## src/rtl/mac_pkg.sv

```systemverilog
// Shared constants and types of the monitor converter configuration block.
package mac_pkg;

    // Register addresses as carried in the six address bits of a command.
    localparam logic [5:0] MAC_REG_GEN_CFG = 6'h00;
    localparam logic [5:0] MAC_REG_CONV_CFG = 6'h01;

    // Reset values of the two configuration words.
    localparam logic [15:0] MAC_GEN_CFG_RST = 16'h0000;
    localparam logic [15:0] MAC_CONV_CFG_RST = 16'hfb68;

    // General configuration field positions.
    localparam int MAC_SOFT_RST_BIT = 15;
    localparam int MAC_ACC_CLR_BIT = 14;
    localparam int MAC_DELAY_MSB = 13;
    localparam int MAC_DELAY_LSB = 6;
    localparam int MAC_COMP_BIT = 5;
    localparam int MAC_RANGE_BIT = 4;
    localparam int MAC_STORED_MSB = 13;
    localparam int MAC_STORED_LSB = 4;
    localparam logic [3:0] MAC_LOW_ZERO = 4'h0;

    // Converter configuration field positions.
    localparam int MAC_MODE_MSB = 15;
    localparam int MAC_MODE_LSB = 12;
    localparam int MAC_CT_LSB[3] = '{9, 6, 3};
    localparam int MAC_CT_W = 3;
    localparam int MAC_AVG_MSB = 2;
    localparam int MAC_AVG_LSB = 0;
    localparam int MAC_CONT_BIT = 3;
    localparam logic [2:0] MAC_NO_CHANNELS = 3'h0;

    // Serial frame layout: command byte then a sixteen-bit data word.
    localparam logic [4:0] MAC_CMD_BITS = 5'h08;
    localparam logic [4:0] MAC_FRAME_BITS = 5'h18;
    localparam int MAC_RW_BIT = 0;
    localparam int MAC_ZERO_BIT = 1;

    // Timing: clock rate, start delay step and the conversion time table.
    localparam int MAC_CLK_MHZ = 50;
    localparam int MAC_DELAY_STEP_MS = 2;
    localparam int MAC_DELAY_STEP_CYCLES = MAC_DELAY_STEP_MS * 1000 * MAC_CLK_MHZ;
    localparam int MAC_CONV_TIME_US[8] = '{50, 84, 150, 280, 540, 1052, 2074, 4120};
    localparam int MAC_TMR_W = 25;

    // Samples averaged per code.
    localparam int MAC_AVG_SAMPLES[8] = '{1, 4, 16, 64, 128, 256, 512, 1024};
    localparam int MAC_AVG_W = 11;

    // Sequencer states, Gray coded along idle, delay, convert, done.
    typedef enum logic [1:0] {
        MAC_ST_IDLE = 2'b00,
        MAC_ST_DELAY = 2'b01,
        MAC_ST_CONV = 2'b11,
        MAC_ST_DONE = 2'b10
    } mac_state_t;

endpackage : mac_pkg

```

## src/rtl/mac_spi_sec.sv

```systemverilog
// Serial secondary port that turns frames into register reads and writes.
`timescale 1ns/1ps
`default_nettype none
module mac_spi_sec
    import mac_pkg::*;
(
    input wire logic clk,
    input wire logic rst_n,
    input wire logic cs_n,
    input wire logic sclk,
    input wire logic mosi,
    output logic miso,
    output logic miso_oe,
    output logic [5:0] rd_addr,
    input wire logic [15:0] rd_data,
    output logic wr_stb,
    output logic [5:0] wr_addr,
    output logic [15:0] wr_data
);

    logic sclk_q; // Previous clock level for edge detection.
    logic [4:0] bit_cnt_q; // Bits taken so far in this frame.
    logic [7:0] cmd_q; // Command byte, shifted in first.
    logic [15:0] din_q; // Write data, shifted in after the command.
    logic [15:0] dout_q; // Register value being shifted out.
    logic miso_q; // Output bit, changed on rising edges.
    logic wr_stb_q; // One-cycle write strobe.
    logic [15:0] wr_data_q; // Captured write word.

    // Edges of the serial clock; inputs are synchronous to clk.
    wire sclk_rise = sclk & ~sclk_q;
    wire sclk_fall = ~sclk & sclk_q;
    wire in_cmd = bit_cnt_q < MAC_CMD_BITS;
    wire in_data = (bit_cnt_q >= MAC_CMD_BITS) && (bit_cnt_q < MAC_FRAME_BITS);
    wire last_fall = sclk_fall && (bit_cnt_q == MAC_FRAME_BITS - 5'h01);
    wire cmd_done = sclk_fall && (bit_cnt_q == MAC_CMD_BITS - 5'h01);
    wire is_write = ~cmd_q[MAC_RW_BIT] & ~cmd_q[MAC_ZERO_BIT];

    // After seven command bits the address is complete in cmd_q[6:1].
    assign rd_addr = cmd_q[6:1];
    assign wr_addr = cmd_q[7:2];
    assign wr_data = wr_data_q;
    assign wr_stb = wr_stb_q;
    assign miso = miso_q;
    // The output drives only while the frame is selected.
    assign miso_oe = ~cs_n;

    // Frame shifter: sample on falling edges, present on rising edges.
    always_ff @(posedge clk or negedge rst_n)
    begin
        if (!rst_n)
        begin
            sclk_q <= 1'b0;
            bit_cnt_q <= 5'h00;
            cmd_q <= 8'h00;
            din_q <= 16'h0000;
            dout_q <= 16'h0000;
            miso_q <= 1'b0;
            wr_stb_q <= 1'b0;
            wr_data_q <= 16'h0000;
        end
        else
        begin
            sclk_q <= sclk;
            wr_stb_q <= 1'b0;
            if (cs_n)
            begin
                // Idle frame: restart the count and keep the output low.
                bit_cnt_q <= 5'h00;
                miso_q <= 1'b0;
            end
            else
            begin
                if (sclk_fall && in_cmd)
                    cmd_q <= {cmd_q[6:0], mosi};
                if (sclk_fall && in_data)
                    din_q <= {din_q[14:0], mosi};
                if (sclk_fall && bit_cnt_q < MAC_FRAME_BITS)
                    bit_cnt_q <= bit_cnt_q + 5'h01;
                // Old contents go out even on a write frame.
                if (cmd_done)
                    dout_q <= rd_data;
                if (sclk_rise)
                begin
                    miso_q <= in_data ? dout_q[15] : 1'b0;
                    if (in_data)
                        dout_q <= {dout_q[14:0], 1'b0};
                end
                // Extra clocks beyond the word are ignored.
                if (last_fall && is_write)
                begin
                    wr_stb_q <= 1'b1;
                    wr_data_q <= {din_q[14:0], mosi};
                end
            end
        end
    end

endmodule : mac_spi_sec
`default_nettype wire

```

## src/rtl/mac_monitor_ctrl.sv

```systemverilog
// Configuration registers and conversion sequencer of the power monitor.
`timescale 1ns/1ps
`default_nettype none
module mac_monitor_ctrl
    import mac_pkg::*;
#(
    // Clock cycles per microsecond of conversion time; shrink for simulation.
    parameter int US_CYCLES = MAC_CLK_MHZ,
    // Clock cycles per start delay step; shrink for simulation.
    parameter int DELAY_STEP_CYCLES = MAC_DELAY_STEP_CYCLES
)
(
    input wire logic clk,
    input wire logic resetn,
    input wire logic spi_cs_n,
    input wire logic spi_sclk,
    input wire logic spi_mosi,
    output logic spi_miso,
    output logic spi_miso_oe,
    output logic conv_start,
    output logic [1:0] conv_channel,
    output logic conv_busy,
    output logic results_update,
    output logic accumulator_clear,
    output logic shunt_temp_comp_enable,
    output logic shunt_range_select,
    output logic shutdown
);

    logic [1:0] rst_sync_q; // Reset release synchroniser.
    logic rst_n; // Synchronised reset used by the whole design.
    logic soft_rst_q; // Pending soft reset, applied one cycle after the write.
    logic acc_clr_q; // One-cycle accumulator clear pulse.
    logic [9:0] gen_q; // Stored general bits 13 to 4.
    logic [15:0] cfg_q; // Converter configuration word.
    mac_state_t state_q; // Sequencer state.
    mac_state_t state_d; // Next sequencer state.
    logic [MAC_TMR_W-1:0] tmr_q; // Delay and conversion timer.
    logic [MAC_AVG_W-1:0] pass_q; // Averaging passes still to run.
    logic [1:0] chan_q; // Channel under conversion.
    logic start_q; // Conversions must (re)start, with the start delay.
    logic start_pls_q; // Conversion start strobe to the converter.
    logic upd_q; // Result update strobe.
    logic [5:0] rd_addr; // Read address from the serial port.
    logic wr_stb; // Write strobe from the serial port.
    logic [5:0] wr_addr; // Write address from the serial port.
    logic [15:0] wr_data; // Write data from the serial port.
    logic [15:0] rd_data; // Register read data.

    // Release reset through two flops so every flop leaves reset together.
    always_ff @(posedge clk or negedge resetn)
    begin
        if (!resetn)
            rst_sync_q <= 2'b00;
        else
            rst_sync_q <= {rst_sync_q[0], 1'b1};
    end
    assign rst_n = rst_sync_q[1];

    // Serial port; it is not disturbed by a soft reset so the frame ends cleanly.
    mac_spi_sec u_spi (
        .clk(clk),
        .rst_n(rst_n),
        .cs_n(spi_cs_n),
        .sclk(spi_sclk),
        .mosi(spi_mosi),
        .miso(spi_miso),
        .miso_oe(spi_miso_oe),
        .rd_addr(rd_addr),
        .rd_data(rd_data),
        .wr_stb(wr_stb),
        .wr_addr(wr_addr),
        .wr_data(wr_data)
    );

    // Register decode.
    wire wr_gen = wr_stb && (wr_addr == MAC_REG_GEN_CFG);
    wire wr_cfg = wr_stb && (wr_addr == MAC_REG_CONV_CFG);

    // Read view: reset and clear bits self-clear, low bits are zero.
    wire [15:0] gen_view = {1'b0, 1'b0, gen_q, MAC_LOW_ZERO};
    assign rd_data = (rd_addr == MAC_REG_GEN_CFG) ? gen_view :
                     (rd_addr == MAC_REG_CONV_CFG) ? cfg_q : 16'h0000;

    // Field decode of the stored words.
    wire [7:0] start_delay = gen_q[MAC_DELAY_MSB-MAC_STORED_LSB:MAC_DELAY_LSB-MAC_STORED_LSB];
    wire [3:0] mode = cfg_q[MAC_MODE_MSB:MAC_MODE_LSB];
    wire [2:0] chan_mask = mode[2:0];
    wire mode_off = (chan_mask == MAC_NO_CHANNELS);
    wire mode_cont = mode[MAC_CONT_BIT];
    wire [2:0] sample_average_count = cfg_q[MAC_AVG_MSB:MAC_AVG_LSB];
    wire [3:0] new_mode = wr_data[MAC_MODE_MSB:MAC_MODE_LSB];
    wire new_off = (new_mode[2:0] == MAC_NO_CHANNELS);

    assign shunt_temp_comp_enable = gen_q[MAC_COMP_BIT-MAC_STORED_LSB];
    assign shunt_range_select = gen_q[MAC_RANGE_BIT-MAC_STORED_LSB];

    // Conversion cycles per channel from its time code: bus, shunt, temperature.
    logic [MAC_TMR_W-1:0] ch_cycles [3];
    genvar gi;
    generate
        for (gi = 0; gi < 3; gi++)
        begin : g_ct
            wire [MAC_CT_W-1:0] ct_code = cfg_q[MAC_CT_LSB[gi] +: MAC_CT_W];
            // One shared table keeps the three fields consistent.
            assign ch_cycles[gi] = MAC_TMR_W'(MAC_CONV_TIME_US[ct_code] * US_CYCLES);
        end
    endgenerate

    // Delay before the first conversion, a product that fits the timer.
    wire [MAC_TMR_W-1:0] delay_cycles =
        MAC_TMR_W'(MAC_TMR_W'(start_delay) * MAC_TMR_W'(DELAY_STEP_CYCLES));
    wire [MAC_AVG_W-1:0] avg_passes = MAC_AVG_W'(MAC_AVG_SAMPLES[sample_average_count]);

    // Lowest enabled channel, and next enabled channel above the current one.
    wire [1:0] first_chan = chan_mask[0] ? 2'h0 : (chan_mask[1] ? 2'h1 : 2'h2);
    wire has_next = ((chan_q == 2'h0) && (chan_mask[1] || chan_mask[2])) ||
                    ((chan_q == 2'h1) && chan_mask[2]);
    wire [1:0] next_chan = ((chan_q == 2'h0) && chan_mask[1]) ? 2'h1 : 2'h2;
    wire tmr_zero = (tmr_q == '0);
    wire last_pass = (pass_q == MAC_AVG_W'(1));

    // Sequencer next state.
    always_comb
    begin
        state_d = state_q;
        case (state_q)
            MAC_ST_IDLE:
            begin
                if (start_q && !mode_off)
                    state_d = MAC_ST_DELAY;
            end
            MAC_ST_DELAY:
            begin
                if (tmr_zero)
                    state_d = MAC_ST_CONV;
            end
            MAC_ST_CONV:
            begin
                if (tmr_zero && !has_next)
                    state_d = MAC_ST_DONE;
            end
            MAC_ST_DONE:
            begin
                // Single shot drops back to idle after the last pass; continuous keeps going.
                if (!last_pass || mode_cont)
                    state_d = MAC_ST_CONV;
                else
                    state_d = MAC_ST_IDLE;
            end
            default:
                state_d = MAC_ST_IDLE;
        endcase
    end

    // Configuration registers; a soft reset takes the same values as power-on.
    always_ff @(posedge clk or negedge rst_n)
    begin
        if (!rst_n)
        begin
            soft_rst_q <= 1'b0;
            acc_clr_q <= 1'b0;
            gen_q <= MAC_GEN_CFG_RST[MAC_STORED_MSB:MAC_STORED_LSB];
            cfg_q <= MAC_CONV_CFG_RST;
        end
        else if (soft_rst_q)
        begin
            soft_rst_q <= 1'b0;
            acc_clr_q <= 1'b0;
            gen_q <= MAC_GEN_CFG_RST[MAC_STORED_MSB:MAC_STORED_LSB];
            cfg_q <= MAC_CONV_CFG_RST;
        end
        else
        begin
            soft_rst_q <= wr_gen && wr_data[MAC_SOFT_RST_BIT];
            acc_clr_q <= wr_gen && wr_data[MAC_ACC_CLR_BIT];
            if (wr_gen)
                gen_q <= wr_data[MAC_STORED_MSB:MAC_STORED_LSB];
            if (wr_cfg)
                cfg_q <= wr_data;
        end
    end
    assign accumulator_clear = acc_clr_q;

    // Sequencer registers: timer, channel, averaging passes and strobes.
    always_ff @(posedge clk or negedge rst_n)
    begin
        if (!rst_n)
        begin
            state_q <= MAC_ST_IDLE;
            tmr_q <= '0;
            pass_q <= '0;
            chan_q <= 2'd0;
            start_q <= 1'b1;
            start_pls_q <= 1'b0;
            upd_q <= 1'b0;
        end
        else if (soft_rst_q)
        begin
            // Back to the power-on picture, including the pending start.
            state_q <= MAC_ST_IDLE;
            tmr_q <= '0;
            pass_q <= '0;
            chan_q <= 2'd0;
            start_q <= 1'b1;
            start_pls_q <= 1'b0;
            upd_q <= 1'b0;
        end
        else if (wr_cfg)
        begin
            // Any mode write restarts; a shutdown code simply stops.
            state_q <= MAC_ST_IDLE;
            tmr_q <= '0;
            chan_q <= 2'd0;
            start_q <= !new_off;
            start_pls_q <= 1'b0;
            upd_q <= 1'b0;
        end
        else
        begin
            state_q <= state_d;
            start_pls_q <= 1'b0;
            upd_q <= 1'b0;
            case (state_q)
                MAC_ST_IDLE:
                begin
                    if (start_q && !mode_off)
                    begin
                        start_q <= 1'b0;
                        tmr_q <= delay_cycles;
                    end
                    chan_q <= first_chan;
                    pass_q <= avg_passes;
                end
                MAC_ST_DELAY:
                begin
                    if (tmr_zero)
                    begin
                        tmr_q <= ch_cycles[chan_q];
                        start_pls_q <= 1'b1;
                    end
                    else
                        tmr_q <= tmr_q - MAC_TMR_W'(1);
                end
                MAC_ST_CONV:
                begin
                    if (!tmr_zero)
                        tmr_q <= tmr_q - MAC_TMR_W'(1);
                    else if (has_next)
                    begin
                        chan_q <= next_chan;
                        tmr_q <= ch_cycles[next_chan];
                        start_pls_q <= 1'b1;
                    end
                end
                MAC_ST_DONE:
                begin
                    // Results publish only when a whole averaging run has finished.
                    upd_q <= last_pass;
                    pass_q <= last_pass ? avg_passes : pass_q - MAC_AVG_W'(1);
                    chan_q <= first_chan;
                    tmr_q <= ch_cycles[first_chan];
                    start_pls_q <= !last_pass || mode_cont;
                end
                default:
                    tmr_q <= '0;
            endcase
        end
    end

    // Status outputs.
    assign conv_start = start_pls_q;
    assign conv_channel = chan_q;
    assign conv_busy = (state_q == MAC_ST_CONV) || (state_q == MAC_ST_DONE);
    assign results_update = upd_q;
    assign shutdown = (state_q == MAC_ST_IDLE);

endmodule : mac_monitor_ctrl
`default_nettype wire

```

## config.mk

```make
export PLATFORM = sky130hd
export DESIGN_NAME = mac_monitor_ctrl
export DESIGN_NICKNAME = d
export VERILOG_FILES = /design/src/rtl/mac_pkg.sv /design/src/rtl/mac_spi_sec.sv /design/src/rtl/mac_monitor_ctrl.sv
export SDC_FILE = /design/constraint.sdc
export NUM_CORES = 1
export LEC_CHECK = 0
export ABC_CLOCK_PERIOD_IN_PS = 5100
export BUFFER_PORTS_ARGS = -buffer_cell sky130_fd_sc_hd__buf_2
export CAP_MARGIN = 0
export CORE_MARGIN = 2
export CORE_UTILIZATION = 35
export CTS_CLUSTER_DIAMETER = 120
export DETAILED_ROUTE_END_ITERATION = 8
export GPL_ROUTABILITY_DRIVEN = 0
export GPL_TIMING_DRIVEN = 0
export PLACE_DENSITY = 0.58
export SLEW_MARGIN = 20
export SYNTH_ARGS = -nofsm -noshare
export SYNTH_HDL_FRONTEND = slang
export SYNTH_SLANG_ARGS = --single-unit
export TNS_END_PERCENT = 1
```

## constraint.sdc

```tcl
create_clock -name clk -period 5.1 [get_ports clk]
set_clock_uncertainty 0.15 [all_clocks]
set_input_delay 1.02 -clock clk [delete_from_list [all_inputs] [get_ports clk]]
set_output_delay 1.02 -clock clk [all_outputs]
set_load 0.1 [all_outputs]
```

==> results.yml, run 1 <==
detailed_routing:
  antenna_left: 0
  vias_per_cell: 5.715
  dr.pass1.iters: 6
  drt_iter0_drc: 1265
  drc: 0
  routed_wl_um: 37780
  routedWlPerCell_um: 19.08
  vias: 11316
clock_network:
  hold_buffers: 0
  path_clk_slew_ns: 0.07
  clock_sinks: 136
  clk_path_buf_depth: 2
  cts_tree: "yes"
  htreeDepth: 4
  cts_made_buffers: 17
  cts_setup_buffers: 0
  clock_latency_ns: 0.44
  root_buffer: "clkbuf_16"
layout:
  fillers: 3491
  design_area_um2: 13700
  syn2layout_area_growth_pct: 10.87
  nets: 1693
  n_antenna_cell: 0
  drive_above_1_share: 0.08000
setup_path:
  r2r_end: "tmr_q[15]$_DFFE_PN0P_"
  crit_arrival_ns: 5.24
  r2r_setup_slack_ns: 0.08
  cp-startpoint: "cfg_q[7]$_DFFE_PN0N_"
  crit_path_end: "tmr_q[15]$_DFFE_PN0P_"
  worstSetupStartpointType: "flip-flop"
  critPathKind: "flip-flop to flip-flop"
  cp_max_fo: 10
  reg2reg_from: "cfg_q[7]$_DFFE_PN0N_"
  cp.required_ns: 5.32
  endpoint_kind: "flip-flop"
  reg2reg_depth: 15
timing:
  worst_slew_pin_slew_ns: 1.132
  fin_hold_ws_ns: 0.1731
  fin_crit_ns: 5.023
  drv_slew: 0
  grt_setup_unrepaired: "yes"
  slew_headroom: 0.2386
  setup_violations: 0
  fmax_ghz: 0.1991
  finalCritPeriodShare: 0.9850
  hold_violations: 0
placement:
  port-buffer-count: 15
  detailed_place.area_um2: 13070
  dp_hpwl_um: 29320
yosys:
  yosysUniqueCellTypes: 76
  netlist_top_cells_count: "nand2_1 (203), ha_1 (156), nor2_1 (128)"
  synth_top_area_frac: 0.2531
  ys_seq_area_frac: 0.2765
  synthCells: 1475
  yosys_register_bits: 136
  syn-cell-area_um2: 12360
  async_reset_ff_frac: 1.000
  synth_warnings: 0
  yosysMostFrequentCell: "nand2_1"
  yosys-top-cells-area: "dfrtp_1 (25%), ha_1 (16%), nand2_1 (6.2%), mux2i_1 (4.0%), a21oi_1 (3.9%)"
  synth_top_cell_by_area: "dfrtp_1"
  synthFlopType: "dfrtp_1"
  synth-edff-count: 0
  synth.avg_cell_area_um2: 8.378
pwr:
  p_per_area_nw_per_um2: 188.0
  p_leak_nw: 6.862
  finalPower_mw: 2.575
  vdd_ir_drop_max_mv: 0.2714
run_status:
  status: "finished clean"
die:
  fp.dieH_um: 191.9
  start_util: 0.3568
  io_pins: 16
  fp-row-count: 68
  die_x_um: 191.9
  die-area_um2: 36820
  fp.coreArea_um2: 34630
global_routing:
  grt_pass1_vias: 10874
  antenna_found_initial: 0
  track_usage: 0.2100
  grt.overflow.total: 0
  grt_pass1_wl_um: 59950
  grt_start_max_net_pins: 51
min_path:
  hold_class: "flip-flop to async pin"
job:
  maxCapViolCount: 0
==> metrics by stage <==
| stage | std cells | util | setup WS (ns) | setup TNS, ns |
|---|---|---|---|---|
| global route | 1980 | 0.3957 | -0.06718 | -0.1348 |
| CTS | 1980 | 0.3951 | 0.008849 | 0 |
| floorplan | 1477 | - | 0.5361 | 0 |
| finish | 1980 | 0.3957 | 0.07675 | 0 |
| detailed placement | 1949 | 0.3774 | -0.2958 | -0.4058 |
| global placement | 1947 | 0.3757 | -0.8510 | -103.09 |
==> worst min path at each step <==
| stage | to | slack, ns |
|---|---|---|
| after floorplan | rst_sync_q[1]$_DFF_PN0_ | 0.18 |
| after global placement | rst_sync_q[1]$_DFF_PN0_ | 0.19 |
| after detailed placement | rst_sync_q[1]$_DFF_PN0_ | 0.19 |
| after CTS | rst_sync_q[1]$_DFF_PN0_ | 0.19 |
| after global routing | rst_sync_q[0]$_DFF_PN0_ | 0.19 |
| final | u_spi.din_q[12]$_DFFE_PN0P_ | 0.17 |
==> cell usage in the layout, fill, tap and decap left out, types with 20 or more instances in the layout <==
| cell type | instances |
|---|---|
| nor2_1 | 128 |
| xnor2_1 | 32 |
| fa_1 | 20 |
| xor2_1 | 28 |
| dfrtp_1 | 124 |
| clkbuf_1 | 55 |
| a21oi_1 | 95 |
| inv_1 | 84 |
| o211ai_1 | 26 |
| nand3_1 | 27 |
| mux2i_1 | 49 |
| nand2_1 | 202 |
| mux2_2 | 26 |
| o21ai_0 | 73 |
| ha_1 | 155 |
| nor3_1 | 35 |
==> sequential cells by signal, summed over array words and instances, names as in the netlist, 2 cells and up <==
register and cells:
u_spi.din_q 15, rst_sync_q 2, u_spi.wr_data 16, u_spi.cmd_q 8, u_spi.bit_cnt_q 5, gen_q 10
conv_channel 2, cfg_q 16, u_spi.dout_q 16, pass_q 11, state_q 2, tmr_q 25
==> final cells by class <==
class	instances	area (um2)	area share
repair buffers	17	130.1	0.009498
plain buffers	71	295.3	0.02155
clock buffers	19	442.9	0.03233
multi-input cells	1177	8339	0.6087
well taps	455	569.3	0.04155
inverters	92	345.3	0.02521
flip-flops and latches	136	3421	0.2497
clock inverters	13	157.7	0.01151
==> worst max-delay path: stages (launching register included) <==
cell and delay [ns]:
dfrtp_1 0.63, clkbuf_1 0.56, inv_1 0.19, ha_1 0.27, nor2b_1 0.19, ha_1 0.33, fa_1 0.39, ha_1 0.29
ha_1 0.21, or3_1 0.35, o21a_1 0.22, o211ai_1 0.40, nand2_1 0.10, a32o_1 0.27, a211o_1 0.28, o21ai_1 0.13
==> layer usage <==
| layer | part of all wire | global-route usage |
|---|---|---|
| met5 | 0 | 0 |
| met4 | 0.045 | 0.09675 |
| met1 | 0.43 | 0.2791 |
| met2 | 0.44 | 0.3256 |
| met3 | 0.081 | 0.04495 |
==> where the power goes <==
group          total [mW]  internal, mW  switching [mW]
Sequential           1.13          1.11          0.0277
Combinational       0.142        0.0522          0.0900
Clock                1.30         0.748           0.552
Total                2.58          1.91           0.669
==> cell families (layout without fill, tap and decap cells) <==
| logic type | Yosys count | in the layout | synth area share |
|---|---|---|---|
| muxes | 75 | 75 | 0.06339 |
| adders and majority gates | 176 | 176 | 0.1904 |
| AOI/OAI and AO/OA | 357 | 357 | 0.1845 |
| and+or+nand+nor | 505 | 505 | 0.1907 |
| DFF | 136 | 136 | 0.2765 |
| buffers and inverters | 164 | 212 | 0.05144 |
| other | 2 | 4 | 0.0006078 |
| xor gates and xnor gates | 60 | 60 | 0.04253 |
==> what timing repair did <==
| action | in CTS | in global routing |
|---|---|---|
| pin swaps | 0 | 1 |
| endpoints found under the setup margin | 4 | 6 |
| gates resized for setup | 8 | 9 |
(Power assumes the default switching activity.)
==> run 2, diff against run 1 <==
- PLACE_DENSITY: 0.58 -> 0.53
==> results.yml, run 2 (synthesis gave the netlist of run 1 again) <==
run_status:
  status: "finished clean"
timing:
  setup_ws_ns: 0.06273
  fin_hold_ws_ns: 0.1236
  worst_slew_pin_slew_ns: 1.131
  finalCritPeriodShare: 0.9877
  hold_violations: 0
  grt_setup_unrepaired: "yes"
  drv_slew: 0
  setup_violations: 0
  fmax_ghz: 0.1985
  slew_headroom: 0.2442
  fin_crit_ns: 5.037
setup_path:
  cpLargestDelayFamily: "compound AO/OA/AOI/OAI gates"
  crit_chain: "clkbuf_1 > inv_1 > ha_1 > a21o_1 > ha_1 > and3_1 > ha_1 > ha_1 > ha_1 > a21oi_1 > xnor2_1 > mux2i_1 > a21oi_1 > a21oi_1 > a2111oi_0 > a21o_1"
  endpoint_kind: "flip-flop"
  crit_arrival_ns: 5.26
  crit_slowest_cell: "a2111oi_0"
  max_stage_delay_ns: 0.79
  cp.required_ns: 5.32
  r2r_end: "tmr_q[9]$_DFFE_PN0P_"
  reg2reg_from: "cfg_q[7]$_DFFE_PN0N_"
  cp_max_fo: 10
  critPathKind: "flip-flop to flip-flop"
  worstSetupStartpointType: "flip-flop"
  path_buf_inv: 2
  cpMostUsedCell: "ha_1"
  r2r_setup_slack_ns: 0.06
  reg2reg_depth: 16
job:
  maxCapViolCount: 0
detailed_routing:
  drc: 0
  dr.pass1.iters: 6
  vias_per_cell: 5.601
  routed_wl_um: 38700
  routedWlPerCell_um: 19.49
  vias: 11117
  antenna_left: 0
  drt_iter0_drc: 967
clock_network:
  hold_buffers: 0
  root_buffer: "clkbuf_16"
  clock_latency_ns: 0.44
  clock_sinks: 136
  cts_made_buffers: 17
  htreeDepth: 4
  cts_tree: "yes"
  clk_path_buf_depth: 2
  path_clk_slew_ns: 0.07
die:
  die_x_um: 191.9
  start_util: 0.3568
  fp-row-count: 68
  fp.dieH_um: 191.9
  die-area_um2: 36820
  io_pins: 16
  fp.coreArea_um2: 34630
global_routing:
  grt.overflow.total: 0
  antenna_found_initial: 0
  grt_start_max_net_pins: 55
  grt_pass1_vias: 11114
  grt_pass1_wl_um: 61290
  track_usage: 0.2159
layout:
  largest_reg_flops: 25
  layout_commonest_cell: "nand2_1"
  nets: 1698
  layout_common_cells: "nand2_1 (203), ha_1 (155), nor2_1 (128)"
  drive_above_1_share: 0.08627
  regMostFlops: "tmr_q"
  n_antenna_cell: 0
  syn2layout_area_growth_pct: 11.33
min_path:
  hold_class: "flip-flop to async pin"
placement:
  port-buffer-count: 15
  pre_cts_ws_ns: -0.3822
  dp_hpwl_um: 30320
pwr:
  vdd_ir_drop_max_mv: 0.2620
  p_per_area_nw_per_um2: 182.9
  p_leak_nw: 6.863
[run 2: cell types whose count changed in the layout (fill, tap and decap cells not counted), sizes merged]
cell,delta
clkinvlp,+1
clkbuf,-2
bufinv,-1
inv,-2
clkinv,+2
buf,+7
[run 2: worst max-delay path by stage]
stage                             from                    end  slack [ns]  cells after the start
5_1_grt           cfg_q[7]$_DFFE_PN0N_   tmr_q[9]$_DFFE_PN0P_       -0.11                     16
2_1_floorplan     cfg_q[9]$_DFFE_PN1N_  tmr_q[17]$_DFFE_PN0P_        0.54                     18
4_1_cts           cfg_q[9]$_DFFE_PN1N_  tmr_q[17]$_DFFE_PN0P_       0.006                     18
6_report          cfg_q[7]$_DFFE_PN0N_   tmr_q[9]$_DFFE_PN0P_        0.06                     16
3_3_place_gp   rst_sync_q[1]$_DFF_PN0_   tmr_q[1]$_DFFE_PN0P_       -1.01                      0
3_5_place_dp      cfg_q[9]$_DFFE_PN1N_  tmr_q[17]$_DFFE_PN0P_       -0.38                     18
[run 2: layout make-up]
cell class / count / area (um2)
tap: 455 / 569.3
multi-input combinational: 1177 / 8376
sequential: 136 / 3421
buffer: 72 / 304.0
inverter: 92 / 349.1
fill: 3531 / 20870
clock inverter: 13 / 135.1
timing repair buffer: 21 / 160.2
clock buffer: 19 / 442.9
[run 2: worst register-to-register path: stages (launching register included)]
cell and delay [ns]:
dfrtp_1 0.57, clkbuf_1 0.54, inv_1 0.20, ha_1 0.31
a21o_1 0.24, ha_1 0.30, and3_1 0.16, ha_1 0.28
ha_1 0.22, ha_1 0.20, a21oi_1 0.15, xnor2_1 0.29
mux2i_1 0.15, a21oi_1 0.23, a21oi_1 0.08, a2111oi_0 0.79
a21o_1 0.14
[run 2: repair_timing]
action,4_1_cts,5_1_grt
pin swaps,0,1
endpoints found under the setup margin,5,7
gates resized for setup,11,16
buffers inserted,1,3
[run 2: through the flow]
step / utilization / instances / cell area [um2] / power, mW / setup TNS (ns)
floorplan: - / 1477 / 12360 / 1.246 / 0
CTS: 0.3950 / 1982 / 13680 / 2.542 / 0
detailed placement: 0.3774 / 1949 / 13070 / 1.296 / -0.8040
finish: 0.3973 / 1985 / 13760 / 2.516 / 0
global route: 0.3973 / 1985 / 13760 / 2.610 / -0.1729
global placement: 0.3757 / 1947 / 13010 / 1.287 / -121.95
[run 2: routing by layer]
metal  GRT usage  vias to the layer above  part of all wire
li1            -                     5339                 -
met2      0.3346                      319              0.44
met4      0.1033                        0             0.046
met1      0.2885                     5358              0.46
met3     0.04166                      101             0.057
met5           0                        -                 0
[run 2: power by group]
part,internal [mW],switching (mW)
registers,1.11,0.0254
clock network,0.699,0.541
logic,0.0525,0.0939
total,1.86,0.660
==> run 3, diff against run 2 <==
- ABC_AREA: not set -> 1
==> results.yml, run 3 <==
run_status:
  status: "finished clean"
setup_path:
  r2r_setup_slack_ns: 0.63
  cpMostUsedCell: "nand2_1"
  crit_arrival_ns: 4.63
  crit_slowest_cell: "o21ai_0"
  cp.required_ns: 5.26
  reg2reg_depth: 25
  r2r_end: "tmr_q[19]$_DFFE_PN0P_"
  cp_max_fo: 7
  max_stage_delay_ns: 0.68
  path_buf_inv: 4
  reg2reg_from: "cfg_q[3]$_DFFE_PN1N_"
  worstSetupStartpointType: "flip-flop"
  critPathKind: "flip-flop to flip-flop"
  cpLargestDelayFamily: "simple AND/OR/NAND/NOR gates"
  endpoint_kind: "flip-flop"
job:
  maxCapViolCount: 0
yosys:
  netlist_top_cells_count: "nand2_1 (400), inv_1 (299), nor2_1 (176)"
  yosys-top-cells-area: "dfrtp_1 (25%), ha_1 (15%), nand2_1 (12%), inv_1 (8.8%), o21ai_0 (5.7%)"
  async_reset_ff_frac: 1.000
  synthCells: 1805
  synth-edff-count: 0
  yosysMostFrequentCell: "nand2_1"
  synth_top_cell_by_area: "dfrtp_1"
  synthFlopType: "dfrtp_1"
  syn-cell-area_um2: 12720
  yosysUniqueCellTypes: 54
  synth_top_area_frac: 0.2459
  ys_seq_area_frac: 0.2686
  yosys_register_bits: 136
  synth.avg_cell_area_um2: 7.048
  synth_warnings: 0
clock_network:
  clk_path_buf_depth: 2
  path_clk_slew_ns: 0.06
  root_buffer: "clkbuf_16"
  cts.repair.resized: 0
  clock_latency_ns: 0.43
  clock_sinks: 136
  cts_made_buffers: 17
  hold_buffers: 0
  cts_setup_buffers: 0
  cts_tree: "yes"
  htreeDepth: 4
detailed_routing:
  routed_wl_um: 38780
  drt_iter0_drc: 951
  drc: 0
  vias: 11974
  routedWlPerCell_um: 16.74
  antenna_left: 0
  dr.pass1.iters: 6
  vias_per_cell: 5.168
die:
  die-area_um2: 37890
  start_util: 0.3568
  io_pins: 16
  die_x_um: 194.7
  fp.dieH_um: 194.7
  fp-row-count: 69
  fp.coreArea_um2: 35660
timing:
  setup_ws_ns: 0.6346
  worst_slew_pin_slew_ns: 0.8722
  setup_violations: 0
  drv_slew: 0
  fmax_ghz: 0.2239
  finalCritPeriodShare: 0.8756
  fin_crit_ns: 4.465
  hold_violations: 0
  grt_setup_unrepaired: "no"
  slew_headroom: 0.4124
placement:
  dp.cells: 2286
  pre_cts_ws_ns: 0.6614
  port-buffer-count: 15
  dp_hpwl_um: 31670
min_path:
  hold_class: "flip-flop to async pin"
layout:
  layout_common_cells: "nand2_1 (400), inv_1 (299), nor2_1 (176)"
  syn2layout_area_growth_pct: 10.15
  n_antenna_cell: 0
  layout_commonest_cell: "nand2_1"
  final_util: 0.3930
  fin_cells: 2317
  regMostFlops: "tmr_q"
  largest_reg_flops: 25
  drive_above_1_share: 0.05711
  nets: 2025
global_routing:
  grt.overflow.total: 0
  grt_pass1_wl_um: 64150
  grt_start_max_net_pins: 52
  track_usage: 0.2127
  grt_pass1_vias: 12060
  antenna_found_initial: 0
pwr:
  vdd_ir_drop_max_mv: 0.2396
  p_leak_nw: 7.129
  p_per_area_nw_per_um2: 176.3
  finalPower_mw: 2.470
-- run 3: metrics by stage --
step                      TNS, ns  instance area, um2  hold slack [ns]
after floorplan                 0               12730           0.1812
after global placement    -132.57               13380           0.1868
after detailed placement        0               13450          0.04894
after CTS                       0               14010          0.05576
after global routing            0               14010          0.07599
final                           0               14010          0.04775
-- run 3: logic make-up (layout without fill, tap and decap cells) --
kind of cell               after synthesis  in the layout  synth area share
and+or+nand+nor                        748            748            0.2483
adders and majority gates              176            176            0.1849
DFF                                    136            136            0.2686
AOI/OAI and AO/OA                      351            351            0.1644
xor gates and xnor gates                41             41           0.02823
other                                    2              4         0.0005903
buffers and inverters                  351            400            0.1049
-- run 3: final cells by class --
class / count / area, um2
timing repair buffer: 18 / 142.6
buffer: 44 / 182.7
tap: 461 / 576.8
fill: 3804 / 21640
clock buffer: 19 / 442.9
inverter: 307 / 1152
multi-input combinational: 1320 / 7978
clock inverter: 12 / 117.6
sequential: 136 / 3421
-- run 3: how the worst max path moves through the flow --
stage | start | endpoint | slack [ns] | cells past startpoint
after CTS | cfg_q[3]$_DFFE_PN1N_ | tmr_q[19]$_DFFE_PN0P_ | 0.63 | 25
after global routing | cfg_q[3]$_DFFE_PN1N_ | tmr_q[19]$_DFFE_PN0P_ | 0.27 | 25
after floorplan | rst_sync_q[1]$_DFF_PN0_ | accumulator_clear$_DFF_PN0_ | 0.90 | 0
after global placement | rst_sync_q[1]$_DFF_PN0_ | tmr_q[16]$_DFFE_PN0P_ | -1.09 | 0
after detailed placement | cfg_q[3]$_DFFE_PN1N_ | tmr_q[19]$_DFFE_PN0P_ | 0.66 | 25
final | cfg_q[3]$_DFFE_PN1N_ | tmr_q[19]$_DFFE_PN0P_ | 0.63 | 25
-- run 3: power by group --
group / total [mW] / internal (mW) / leakage, nW / switching [mW]
registers: 1.14 / 1.11 / 1.63 / 0.0233
logic: 0.131 / 0.0414 / 5.24 / 0.0896
clock network: 1.20 / 0.687 / 0.263 / 0.515
total: 2.47 / 1.84 / 7.13 / 0.628
-- run 3: layer usage --
metal	share of wire	vias up	routed length, um	global-route usage
li1	-	6003	-	-
met1	0.48	5593	18570	0.2939
met2	0.45	323	17600	0.3483
met3	0.048	55	1842	0.02603
met4	0.020	0	762	0.06296
met5	0	-	0	0
